==> src/ccr_pkg.sv <==
// camera control register bank: offsets, field positions, reset values
// assumes a 12-bit apb byte address below the camera register base
package ccr_pkg;

    localparam logic [47:0] CCR_BASE_ADDR   = 48'hffff_f0f0_0000;
    localparam int          ADDR_W          = 12;
    localparam int          NUM_FEAT        = 11;
    localparam int          VAL_W           = 12;

    // function control offsets
    localparam logic [11:0] OFS_RATE        = 12'h600;
    localparam logic [11:0] OFS_MODE        = 12'h604;
    localparam logic [11:0] OFS_FORMAT      = 12'h608;
    localparam logic [11:0] OFS_CHAN_SPEED  = 12'h60c;
    localparam logic [11:0] OFS_POWER       = 12'h610;
    localparam logic [11:0] OFS_STREAM      = 12'h614;
    localparam logic [11:0] OFS_SINGLE      = 12'h61c;

    // feature control offsets, index order used throughout
    localparam int FI_BRIGHT  = 0;
    localparam int FI_EXPO    = 1;
    localparam int FI_SHARP   = 2;
    localparam int FI_BAL     = 3;
    localparam int FI_SAT     = 4;
    localparam int FI_GAMMA   = 5;
    localparam int FI_BACKLT  = 6;
    localparam int FI_GAIN    = 7;
    localparam int FI_APERT   = 8;
    localparam int FI_FOCUS   = 9;
    localparam int FI_ZOOM    = 10;
    localparam logic [11:0] FEAT_OFS [NUM_FEAT] = '{
        12'h800, 12'h804, 12'h508, 12'h80c, 12'h814, 12'h818,
        12'h81c, 12'h820, 12'h824, 12'h828, 12'h580};

    // field positions; quadlet bit 0 is the msb, so bit n sits at 31-n
    localparam int SEL_MSB      = 31;
    localparam int SEL_LSB      = 29;
    localparam int CHAN_MSB     = 31;
    localparam int CHAN_LSB     = 28;
    localparam int SPEED_MSB    = 25;
    localparam int SPEED_LSB    = 24;
    localparam int CTRL_BIT     = 31;
    localparam int FB_PRESENT   = 31;
    localparam int FB_ON        = 25;
    localparam int FB_AUTO      = 24;
    localparam int U_MSB        = 23;
    localparam int U_LSB        = 12;
    localparam int VAL_MSB      = 11;
    localparam int VAL_LSB      = 0;

    // transmit speed codes
    localparam logic [1:0] SPEED_S100 = 2'h0;
    localparam logic [1:0] SPEED_S200 = 2'h1;
    localparam logic [1:0] SPEED_S400 = 2'h2;

    // reset values
    localparam logic [2:0]       RST_SEL    = 3'h0;
    localparam logic [3:0]       RST_CHAN   = 4'h0;
    localparam logic [1:0]       RST_SPEED  = SPEED_S100;
    localparam logic             RST_CTRL   = 1'b0;
    localparam logic [VAL_W-1:0] RST_VAL    = 12'h000;
    localparam logic             RST_ON     = 1'b1;
    localparam logic             RST_AUTO   = 1'b0;

    typedef struct packed {
        logic [2:0]              rate;
        logic [2:0]              mode;
        logic [2:0]              format;
        logic [3:0]              chan;
        logic [1:0]              speed;
        logic                    power;
        logic                    stream;
        logic                    single;
        logic [NUM_FEAT-1:0]     on;
        logic [NUM_FEAT-1:0]     auto;
        logic [NUM_FEAT*VAL_W-1:0] value;
        logic [VAL_W-1:0]        uValue;
        logic [31:0]             rdata;
    } ccr_state_t;

endpackage : ccr_pkg

==> src/ccr_register_bank.sv <==
// camera function and feature control registers behind an apb slave
// assumes frameSent comes from the video datapath on the same clock
`timescale 1ns/10ps

// Behaviour
// - top three bits of frame rate register select one of eight rates
// - top three bits of video mode register select one of eight modes
// - top three bits of video format register select one of eight formats
// - channel/speed bits 0-3 give channel 0-15; bits 4-5 reserved
// - channel/speed bits 6-7 give speed: 0 s100, 1 s200, 2 s400
// - power bit 0 turns camera on or off and drives sensor power pin
// - stream enable bit 0 starts or stops continuous video transmission
// - single-frame bit sends one frame, then clears itself after it went out
// - single-frame request ignored while streaming is enabled
// - function control registers at 600h-61Ch; 618h, 620h-624h reserved
// - feature registers at 800h-828h; 82Ch-87Ch and 884h-8FCh reserved
// - feature bit 0 shows availability matching the inquiry presence bit
// - feature bit 6 sets and reads on/off; only features set in ON_OFF_CAP can switch (none by default)
// - feature bit 7 selects manual or auto; reads back the mode
// - feature bits 20-31 hold value; writes dropped in auto mode
// - white balance holds U in bits 8-19, V in 20-31; auto drops writes
// - the shutter slot controls backlight compensation
// - sharpness sits at 508h and zoom at 580h
module ccr_register_bank
    import ccr_pkg::*;
#(
    parameter logic [NUM_FEAT-1:0] PRESENT_MASK = 11'h0ff,
    parameter logic [NUM_FEAT-1:0] ON_OFF_CAP   = 11'h000
)
(
    input  wire logic                      clk,
    input  wire logic                      nrst,
    input  wire logic                      psel,
    input  wire logic                      penable,
    input  wire logic                      pwrite,
    input  wire logic [ADDR_W-1:0]         paddr,
    input  wire logic [31:0]               pwdata,
    output logic      [31:0]               prdata,
    output logic                           pready,
    output logic                           pslverr,
    input  wire logic                      frameSent,
    output logic      [2:0]                frameRate,
    output logic      [2:0]                videoMode,
    output logic      [2:0]                videoFormat,
    output logic      [3:0]                isoChannel,
    output logic      [1:0]                isoSpeed,
    output logic                           sensorPower,
    output logic                           streamEnable,
    output logic                           singleFrameReq,
    output logic      [NUM_FEAT-1:0]       featureOn,
    output logic      [NUM_FEAT-1:0]       featureAuto,
    output logic      [NUM_FEAT*VAL_W-1:0] featureValue,
    output logic      [VAL_W-1:0]          balanceU
);

    ccr_state_t state_reg;
    ccr_state_t state_next;

    logic readSetup;
    logic writeAccess;

    // zero wait states: read data is captured in the setup cycle
    assign readSetup   = psel & ~penable & ~pwrite;
    assign writeAccess = psel & penable & pwrite;

    function automatic logic [31:0] read_word(input ccr_state_t s,
                                              input logic [ADDR_W-1:0] a);
        logic [31:0] w;
        w = 32'h0000_0000;
        unique case (a)
            OFS_RATE:       w[SEL_MSB:SEL_LSB] = s.rate;
            OFS_MODE:       w[SEL_MSB:SEL_LSB] = s.mode;
            OFS_FORMAT:     w[SEL_MSB:SEL_LSB] = s.format;
            OFS_CHAN_SPEED:
            begin
                w[CHAN_MSB:CHAN_LSB]   = s.chan;
                w[SPEED_MSB:SPEED_LSB] = s.speed;
            end
            OFS_POWER:      w[CTRL_BIT] = s.power;
            OFS_STREAM:     w[CTRL_BIT] = s.stream;
            OFS_SINGLE:     w[CTRL_BIT] = s.single;
            default:        w = 32'h0000_0000;
        endcase
        for (int i = 0; i < NUM_FEAT; i++)
        begin
            if (a == FEAT_OFS[i])
            begin
                w[FB_PRESENT]       = PRESENT_MASK[i];
                w[FB_ON]            = s.on[i];
                w[FB_AUTO]          = s.auto[i];
                w[VAL_MSB:VAL_LSB]  = s.value[i*VAL_W +: VAL_W];
                if (i == FI_BAL)
                    w[U_MSB:U_LSB] = s.uValue;
            end
        end
        return w;
    endfunction : read_word

    always_comb
    begin
        state_next = state_reg;
        if (readSetup)
            state_next.rdata = read_word(state_reg, paddr);

        // completion clears first so a same-cycle write of 1 wins
        if (frameSent && state_reg.single)
            state_next.single = 1'b0;

        if (writeAccess)
        begin
            unique case (paddr)
                OFS_RATE:   state_next.rate   = pwdata[SEL_MSB:SEL_LSB];
                OFS_MODE:   state_next.mode   = pwdata[SEL_MSB:SEL_LSB];
                OFS_FORMAT: state_next.format = pwdata[SEL_MSB:SEL_LSB];
                OFS_CHAN_SPEED:
                begin
                    state_next.chan  = pwdata[CHAN_MSB:CHAN_LSB];
                    state_next.speed = pwdata[SPEED_MSB:SPEED_LSB];
                end
                OFS_POWER:  state_next.power  = pwdata[CTRL_BIT];
                OFS_STREAM: state_next.stream = pwdata[CTRL_BIT];
                OFS_SINGLE:
                begin
                    // writing 0 cannot cancel; only completion clears
                    if (pwdata[CTRL_BIT] && !state_reg.stream)
                        state_next.single = 1'b1;
                end
                default:    state_next.rdata = state_next.rdata;
            endcase
            for (int i = 0; i < NUM_FEAT; i++)
            begin
                if (paddr == FEAT_OFS[i])
                begin
                    if (ON_OFF_CAP[i])
                        state_next.on[i] = pwdata[FB_ON];
                    state_next.auto[i] = pwdata[FB_AUTO];
                    // mode held before this write decides whether value lands
                    if (!state_reg.auto[i])
                    begin
                        state_next.value[i*VAL_W +: VAL_W] = pwdata[VAL_MSB:VAL_LSB];
                        if (i == FI_BAL)
                            state_next.uValue = pwdata[U_MSB:U_LSB];
                    end
                end
            end
        end
    end

    always_ff @(posedge clk or negedge nrst)
    begin
        if (!nrst)
        begin
            state_reg.rate   <= RST_SEL;
            state_reg.mode   <= RST_SEL;
            state_reg.format <= RST_SEL;
            state_reg.chan   <= RST_CHAN;
            state_reg.speed  <= RST_SPEED;
            state_reg.power  <= RST_CTRL;
            state_reg.stream <= RST_CTRL;
            state_reg.single <= RST_CTRL;
            state_reg.on     <= {NUM_FEAT{RST_ON}};
            state_reg.auto   <= {NUM_FEAT{RST_AUTO}};
            state_reg.value  <= {NUM_FEAT{RST_VAL}};
            state_reg.uValue <= RST_VAL;
            state_reg.rdata  <= 32'h0000_0000;
        end
        else
        begin
            state_reg <= state_next;
        end
    end

    assign prdata         = state_reg.rdata;
    assign pready         = 1'b1;
    assign pslverr        = 1'b0;
    assign frameRate      = state_reg.rate;
    assign videoMode      = state_reg.mode;
    assign videoFormat    = state_reg.format;
    assign isoChannel     = state_reg.chan;
    assign isoSpeed       = state_reg.speed;
    assign sensorPower    = state_reg.power;
    assign streamEnable   = state_reg.stream;
    assign singleFrameReq = state_reg.single;
    assign featureOn      = state_reg.on;
    assign featureAuto    = state_reg.auto;
    assign featureValue   = state_reg.value;
    assign balanceU       = state_reg.uValue;

endmodule : ccr_register_bank

==> config.mk <==
export PLATFORM = sky130hd
export DESIGN_NAME = ccr_register_bank
export DESIGN_NICKNAME = d
export VERILOG_FILES = /design/src/ccr_pkg.sv /design/src/ccr_register_bank.sv
export SDC_FILE = /design/constraint.sdc
export NUM_CORES = 1
export LEC_CHECK = 0
export BUFFER_PORTS_ARGS = -buffer_cell sky130_fd_sc_hd__buf_2
export CAP_MARGIN = 0
export CORE_ASPECT_RATIO = 1.4
export CORE_MARGIN = 2
export CORE_UTILIZATION = 40
export CTS_CLUSTER_DIAMETER = 50
export DETAILED_ROUTE_END_ITERATION = 8
export HOLD_SLACK_MARGIN = 0.02
export SETUP_SLACK_MARGIN = 0.4
export SLEW_MARGIN = 20
export SYNTH_ARGS = -nofsm -noshare
export SYNTH_HDL_FRONTEND = slang
export SYNTH_SLANG_ARGS = --single-unit
==> constraint.sdc <==
create_clock -name clk -period 1.8 [get_ports clk]
set_input_delay 0.54 -clock clk [delete_from_list [all_inputs] [get_ports clk]]
set_output_delay 0.54 -clock clk [all_outputs]
set_load 0.02 [all_outputs]
# Word level (Yosys, flattened, before mapping)
# Index checks and enable logic that the tools add are counted.
# word_totals
reg_bits	205
inputBits	50
out_inout_bits	218
wordCells	139
# classes
n_bitwise	17
mux	41
n_reduce_logical	31
eq_ne	18
# ops
operator	count
two-way mux 12 bit	10
== test 12 x 11 -> 1 bit (second input constant)	9
== test 12 bit (second input constant)	9
AND reduction 2 bit	17
AND reduction 3 bit	11
two-way mux 32 bit	1
two-way mux 26 bit	1
two-way mux 2 bit	11
two-way mux 1 bit	16
NOT 1 bit	13
one-hot mux 2 bit (4 select lines)	1
one-hot mux 1 bit (7 select lines)	1
bitwise AND 1 bit	4
logical AND 1 bit	2
logical NOT 1 bit	1

# Depth between registers and ports, before layout
# Gate-level depths: netlist of run 1.
# depth
word_depth	14
ltp_mapped	9
mapped_depth_nobuf	5

# Least setup slack after synthesis of run 1
# Ideal clock, no wire load.
# synth_timing
path_kind	input to register
from	input port paddr[6]
to	register state_reg, in the netlist featureValue[74]
required_ns	1.675
t_arrival_ns	2.462
stages	7
slack_ns	-0.787
n_path_buf	3
setup_ns	0.125
path_cell_list	buf_2 -> or4b_4 -> buf_6 -> or4_4 -> nor2_4 -> buf_12 -> mux2_4
# synth_between
elab_chain_cells	2
# synth_rtl
element	line	text
start: declaration	ccr_register_bank.sv:36	input wire logic [ADDR_W-1:0] paddr,
== test 12 bit	ccr_register_bank.sv:132	if (paddr == FEAT_OFS[i])
AND reduction 3 bit (no source line)	n/a	
end signal: assignment	ccr_register_bank.sv:169	state_reg <= state_next;
end: declaration	ccr_register_bank.sv:56	ccr_state_t state_reg;
# Every way passes these cells.
# A chain may end at the register's enable or synchronous reset.

# Final worst setup path of run 1
# layout_timing
from	input port paddr[9]
to	register state_reg, in the netlist featureValue[82]
# The elaborated chain is that of the path after synthesis.

==> results by group, run 1 <==
Placed design
  – # port buffers: 250
  – Dpl ws: -0.772 ns
  – Cells after DPL: 1,415
  – Final GP Congestion: 0.848
  – DP HPWL: roughly 24,000 um
  – Cell Area, Placed: 13,000 sq um

Synth
  – Post-Syn Area: ~10000 sq um
  – Post-synth top flop: dfrtp_1
  – Synth unique cells: 57
  – Synth Instances: 828
  – Post-synthesis async set-or-reset flop share: 100%
  – Largest family of logic cells by synthesized area: multiplexers
  – Register bit total from synthesis: 203
  – Compound-Gate Fraction of Synth Area: 12.6%
  – Yosys warns: 0
  – Syn avg cell area: 12.0 sq um
  – Top cells by area, synth: dfrtp_1, mux2_2, a21oi_1
  – Synth top area share: between 50 and 60%
  – Seq/Total Area, Yosys: between 50% and 60%
  – Simple-gate share of the synthesized area: 9.78%
  – Cell taking the most area after synthesis: dfrtp_1
  – Mux contribution to synthesized area: 21.7%
  – Synth Area in XOR/XNOR: 0%
  – Most frequent cell after synthesis: dfrtp_1
  – Number of synthesized flops with an enable pin: 0
  – Post-synth top cells: dfrtp_1, mux2_2, clkbuf_1, a21oi_1, nand3_1
  – Synth Area in Adders: 0%

Critical path
  – Worst setup SP type: primary input
  – Worst-path fanout max: 10
  – Critical path's largest stage delay: 0.59 ns
  – Critical-path top delay cell: or4_4
  – Required @ worst endpoint: between 2 and 2.5 ns
  – Crit. End Element: flop
  – CP cell instances: buf_6 > or4b_4 > or4_4 > nor2_4 > buf_12 > mux2_4
  – Arrival @ worst endpoint: 2.46 ns
  – Crit Path Class: primary input to flop

Drt
  – ANT nets after route: 0
  – Drt pass-1 iters: 5
  – Average wire per cell in the routed design: 22.5 um
  – Vias/cell: 5.48
  – Aggregate routed wire length: 37,900 um
  – Remaining DRCs: 0
  – DR vias: between 9,000 and 10,000
  – Initial detailed-routing violation count: ~440

Clocking
  – Clock Sinks: 203
  – TritonCTS clock tree: done
  – Max clock buf depth: 3
  – Num CTS Buffers: 22
  – Clock Pin Slew Worst Setup and Hold Paths: 0.06 ns
  – CTS H-Tree Depth: 1
  – Clock latency on the worst-skew pair: 0.52 ns
  – Root Buffer Master: clkbuf_16

STA
  – Final Hold Viols: 0
  – Pins Over Slew Limit: 0
  – Final setup vio count: 171
  – Worst Skew: 0.0204 ns
  – FMAX: 486 MHz
  – Final period util: 114%
  – Final worst slack: -0.259 ns
  – Clock period minus worst slack: 2.06 ns
  – RSZ-0062 raised after global routing: yes

Outcome
  – Failing checks: negative setup slack
  – Outcome: complete, but fails checks

Finish
  – # fillers: 1,627
  – Nets@finish: ~1,400
  – # diodes: 0
  – Final instance area: 17,700 sq um
  – Finished Layout Cells: 1,681
  – Area taken by multi-input logic gates: around 5700 sq um
  – Share of layout cells above drive strength 1: 69.0%
  – Seq. cell area: roughly 5100 sq um
  – Area delta synth->final: 78.0%

Global routing
  – Vias in the first global route: about 9,100
  – GRT Overall Usage: 26.8%
  – First-pass GRT wire length: 53,600 um
  – Initial antenna violation count: 0
  – Largest net degree at the start of global routing: 46
  – Total gr overflow: 0

Power and ir drop
  – Cell Pwr Density: roughly 600 nW/um^2
  – Total chip power: 10.6 mW
  – Peak supply drop: a little over 0.7 mV
  – Static leakage: 8.45 nW

Floorplanning
  – Die Y: 191 um
  – Starting Density: 40.5%
  – Die area: 26,200 sq um
  – Site Rows: 68
  – Core footprint: 24,600 sq um
  – I/O pin count: roughly 270
  – Die width: 137 um

Min path
  – Worst hold path type: primary input to flop

Run
  – Max-cap viol count: 0
-- cell type report --
class / count / share of cell area [%]
multi-input combinational: 543 / 32.4
sequential: 203 / 28.7
inverter: 2 / 0.0424
clock inverter: 12 / 1.17
clock buffer: 28 / 3.35
timing repair buffer: 578 / 32.1
tap: 315 / 2.23
-- timing repair --
action | in CTS | in global routing
hold buffers | 1 | 0
cloned | 11 | 3
endpoints found under the setup margin | 406 | 406
gates resized for setup | 268 | 298
pin swaps | 44 | 40
hold endpoints to repair | 19 | 0
buffers inserted | 107 | 104
-- cells by family (layout without fill, tap and decap cells) --
kind of cell	after synthesis	count (layout)
AOI/OAI and AO/OA	174	174
buffers and inverters	96	620
DFF	203	203
muxes	189	189
other	2	15
and+or+nand+nor	164	165
-- where the power goes --
group	switching [mW]	internal, mW
Sequential	0.0355	4.61
Clock	1.97	3.07
Combinational	0.563	0.397
-- flip-flops by register name (all words and copies together), names as in the netlist --
| signal | count |
|---|---|
| balanceU | 12 |
| featureAuto | 11 |
| featureValue | 132 |
| frameRate | 3 |
| isoChannel | 4 |
| isoSpeed | 2 |
| prdata | 30 |
| sensorPower | 1 |
| singleFrameReq | 1 |
| streamEnable | 1 |
| videoFormat | 3 |
| videoMode | 3 |
-- final timing paths --
path	slack (ns)	start	cells past startpoint	to
setup / recovery	-0.26	paddr[9]	6	featureValue[82]$_DFFE_PN0P_
hold / removal	0.21	frameSent	2	singleFrameReq$_DFF_PN0_
setup reg to reg	0.14	featureAuto[7]$_DFFE_PN0P_	3	featureValue[86]$_DFFE_PN0P_
hold reg to reg	0.48	prdata[29]$_DFFE_PN0P_	2	prdata[29]$_DFFE_PN0P_
max in group asynchronous	0.73	nrst	3	featureValue[131]$_DFFE_PN0P_
min in group asynchronous	0.49	nrst	2	featureValue[17]$_DFFE_PN0P_
-- placed cells by master, fill, tap and decap left out, types with 13 or more instances in the layout --
master,netlist,layout
buf_6,2,231
buf_4,17,229
dfrtp_1,203,196
mux2_4,10,132
buf_2,19,68
mux2_2,175,54
a21oi_1,52,47
buf_12,1,32
clkbuf_16,0,25
nand3_1,37,23
nor2_1,30,19
nand2_1,24,16
conb_1,2,15
a31oi_1,14,13
o21a_1,13,13
nor3b_1,13,13
o211ai_1,13,13
-- worst max-delay path, delay by kind of cell --
kind	cells	cell delay, ns
muxes	1	0.31
buffers and inverters	2	0.28
and+or+nand+nor	3	1.33
-- stage by stage --
stage	hold WS [ns]	setup TNS, ns	util [%]
floorplan	0.244	-73.68	-
global placement	0.446	-113.65	52.8
detailed placement	0.450	-116.34	52.8
CTS	0.214	-14.13	64.4
global route	0.218	-29.32	72.0
finish	0.213	-23.99	72.0
-- layer usage --
metal  share of wire (%)  global-route usage [%]  routed length (um)  vias to the layer above
li1                    -                       -                   -                     4126
met4                 3.3                    7.81                1240                        0
met5                   0                       0                   0                        -
met3                 4.5                    2.84                1700                       72
met2                  53                    46.9               19900                      325
met1                  40                    34.8               15000                     4682
Note: power is estimated with default switching activity, not from simulation.
==> run 2: changes to the inputs <==
--- a/config.mk
+++ b/config.mk
@@ -13,6 +13,7 @@
 export CTS_CLUSTER_DIAMETER = 50
 export DETAILED_ROUTE_END_ITERATION = 8
 export HOLD_SLACK_MARGIN = 0.02
+export MAX_ROUTING_LAYER = met4
 export SETUP_SLACK_MARGIN = 0.4
 export SLEW_MARGIN = 20
 export SYNTH_ARGS = -nofsm -noshare
==> run 2 against run 1 <==
The run still ends with negative setup slack left. Flip-flop and latch count stayed put. First-iteration DRC count is 11% lower. Worst hold slack better by 0.011 ns. Core utilization is 0.076 points higher. Critical path depth stayed put. Via count is 0.36% higher. Clock skew is 0.0030 ns higher. Critical endpoint unchanged. Largest cell class unchanged.
==> results by group, run 2 (synthesized netlist as in run 1, its figures left out) <==
Finish
  – # diodes: 0 (unchanged)
  – Finished Core Util: 72.1% (+0.076 points)
  – Finished Layout Cells: 1,683 (+0.12%)
  – Area delta synth->final: 78.2%
  – Final instance area: 17,700 sq um (+0.11%)
  – Nets@finish: 1,402 (+0.14%)
  – Largest register FFs: 132 (unchanged)
  – Most common cell after layout, fill and taps aside: buf_4
  – Share of layout cells above drive strength 1: 69.0% (about the same)
  – # fillers: 1,617 (-0.61%)
  – Commonest cells after routing, fill and taps aside: buf_4, buf_6, dfrtp_1, mux2_4, buf_2

Critical path
  – Launching point of the worst reg2reg path: featureAuto[7]$_DFFE_PN0P_
  – Critical path's largest stage delay: 0.58 ns (about the same)
  – R2R Setup Slk: 0.15 ns (about the same)
  – Required @ worst endpoint: 2.20 ns (about the same)
  – Crit Path Class: primary input to flop
  – Critical-path top delay cell: or4_4
  – CP cell instances: buf_6 > or4b_4 > or4_4 > nor2_4 > buf_12 > mux2_4
  – Worst R2R End: featureValue[86]$_DFFE_PN0P_
  – Crit. End Element: flop
  – Worst-path fanout max: 10 (unchanged)
  – Delay-heaviest family, CP: simple AND/OR/NAND/NOR gates
  – Number of cells on the worst reg-to-reg path: 3 (unchanged)
  – Arrival @ worst endpoint: 2.44 ns (-0.02 ns)
  – Worst setup SP type: primary input
  – CP bufs+invs: 2 (unchanged)

Drt
  – Drt pass-1 iters: 5 (unchanged)
  – Aggregate routed wire length: 37,800 um (-0.29%)
  – Remaining DRCs: 0 (unchanged)
  – ANT nets after route: 0 (unchanged)
  – Vias/cell: 5.49 (+0.24%)
  – Initial detailed-routing violation count: 390 (-11%)
  – DR vias: 9,238 (+0.36%)
  – Average wire per cell in the routed design: 22.4 um (-0.41%)

STA
  – Worst hold slack: 0.224 ns (+0.0114 ns)
  – Final period util: 113% (-1.0 points)
  – Final setup vio count: 170 (-0.58%)
  – Final Hold Viols: 0 (unchanged)
  – RSZ-0062 raised after global routing: yes
  – Worst Skew: 0.0234 ns (+0.00296 ns)
  – Pins Over Slew Limit: 0 (unchanged)
  – FMAX: 490 MHz (+0.89%)
  – Clock period minus worst slack: 2.04 ns (-0.0182 ns)
  – Final worst slack: -0.241 ns (+0.0182 ns)

Min path
  – Hold Path Origin: frameSent
  – Hold path cells: 2 (unchanged)
  – Min-Delay Endpoint: singleFrameReq$_DFF_PN0_
  – Worst hold path type: primary input to flop

Power and ir drop
  – Static leakage: 8.46 nW (+0.15%)
  – Net Sw Frac: 24.2% (+0.074 points)
  – Clock Power Share: 47.4% (about the same)
  – Gate power share: 9.0% (about the same)
  – Peak supply drop: 0.725 mV (+0.72%)
  – Reg power frac: 43.6% (about the same)
  – Cell Pwr Density: 601 nW/um^2 (about the same)
  – Psw: 2.58 mW (+0.42%)
  – Pint: 8.08 mW (about the same)

Clocking
  – Max clock buf depth: 3 (unchanged)
  – Clock Sinks: 203 (unchanged)
  – Clock latency on the worst-skew pair: 0.52 ns (about the same)
  – CTS H-Tree Depth: 1 (unchanged)
  – TritonCTS clock tree: done
  – Root Buffer Master: clkbuf_16
  – Clock Pin Slew Worst Setup and Hold Paths: 0.06 ns (about the same)
  – Num CTS Buffers: 22 (unchanged)

Outcome
  – Failing checks: negative setup slack
  – Outcome: complete, but fails checks

Placed design
  – Final GP Congestion: 0.861 (+1.6%)
  – DP HPWL: 23,500 um (unchanged)
  – Cell Area, Placed: 13,000 sq um (unchanged)
  – # port buffers: 250 (unchanged)
  – Cells after DPL: 1,415 (unchanged)

Floorplanning
  – Core footprint: 24,600 sq um (unchanged)
  – Die area: 26,200 sq um (unchanged)
  – Site Rows: 68 (unchanged)
  – Die Y: 191 um (unchanged)
  – Die width: 137 um (unchanged)
  – Starting Density: 40.5% (unchanged)
  – I/O pin count: 268 (unchanged)

Global routing
  – Total gr overflow: 0 (unchanged)
  – First-pass GRT wire length: 53,600 um (about the same)
  – GRT Overall Usage: 27.6% (+0.80 points)
  – Vias in the first global route: 9,066 (-0.077%)
  – Initial antenna violation count: 0 (unchanged)
  – Largest net degree at the start of global routing: 46 (unchanged)

Run
  – Max-cap viol count: 0 (unchanged)
==> run 2: through the flow <==
step                total power [mW]  setup TNS, ns  setup WS, ns
finish                          10.7         -23.65        -0.241
global route                    10.9         -28.61        -0.292
CTS                             10.6         -14.13        -0.193
detailed placement              5.49        -116.34        -0.772
global placement                5.47        -113.65        -0.757
floorplan                       5.12         -73.68        -0.685
==> run 2: cell type report <==
class | count | area (sq um) | area share, %
clock inverters | 12 | 206 | 1.16
multi-input cells | 543 | 5740 | 32.3
inverters | 2 | 7.51 | 0.0423
clock buffers | 28 | 593 | 3.34
well taps | 315 | 394 | 2.22
repair buffers | 580 | 5710 | 32.2
flip-flops and latches | 203 | 5090 | 28.7
==> run 2: per-layer routing <==
layer / wire, um / vias to the layer above / share of wire (%) / global-route usage (%)
met5: 0 / - / 0 / -
met4: 1050 / 0 / 2.8 / 7.81
met3: 1540 / 57 / 4.1 / 2.58
met2: 19900 / 319 / 53 / 46.8
met1: 15300 / 4739 / 40 / 35.1
li1: - / 4123 / - / -
==> run 2: what timing repair did <==
item / 4_1_cts / 5_1_grt
pin swaps: 44 / 40
hold endpoints to repair: 19 / 0
hold buffers: 1 / 0
buffers inserted: 107 / 106
setup endpoints to repair: 406 / 406
cloned: 11 / 3
resized for setup: 268 / 299
==> run 2: worst max-delay path by stage <==
stage                     startpoint                            to  cells after the start
after floorplan             paddr[8]  featureValue[74]$_DFFE_PN0P_                      6
after global placement      paddr[8]  featureValue[78]$_DFFE_PN0P_                      6
after detailed placement    paddr[8]  featureValue[77]$_DFFE_PN0P_                      6
after CTS                   paddr[8]  featureValue[82]$_DFFE_PN0P_                      6
after global routing        paddr[9]         prdata[1]$_DFFE_PN0P_                     12
final                       paddr[9]  featureValue[82]$_DFFE_PN0P_                      6
==> run 2: power groups by stage <==
| stage | clock [mW] | sequential [mW] | combinational, mW |
|---|---|---|---|
| 2_1_floorplan | 0 | 4.78 | 0.340 |
| 3_3_place_gp | 0 | 4.72 | 0.754 |
| 3_5_place_dp | 0 | 4.72 | 0.765 |
| 4_1_cts | 5.11 | 4.64 | 0.872 |
| 5_1_grt | 5.26 | 4.64 | 1.03 |
| 6_report | 5.06 | 4.64 | 0.960 |
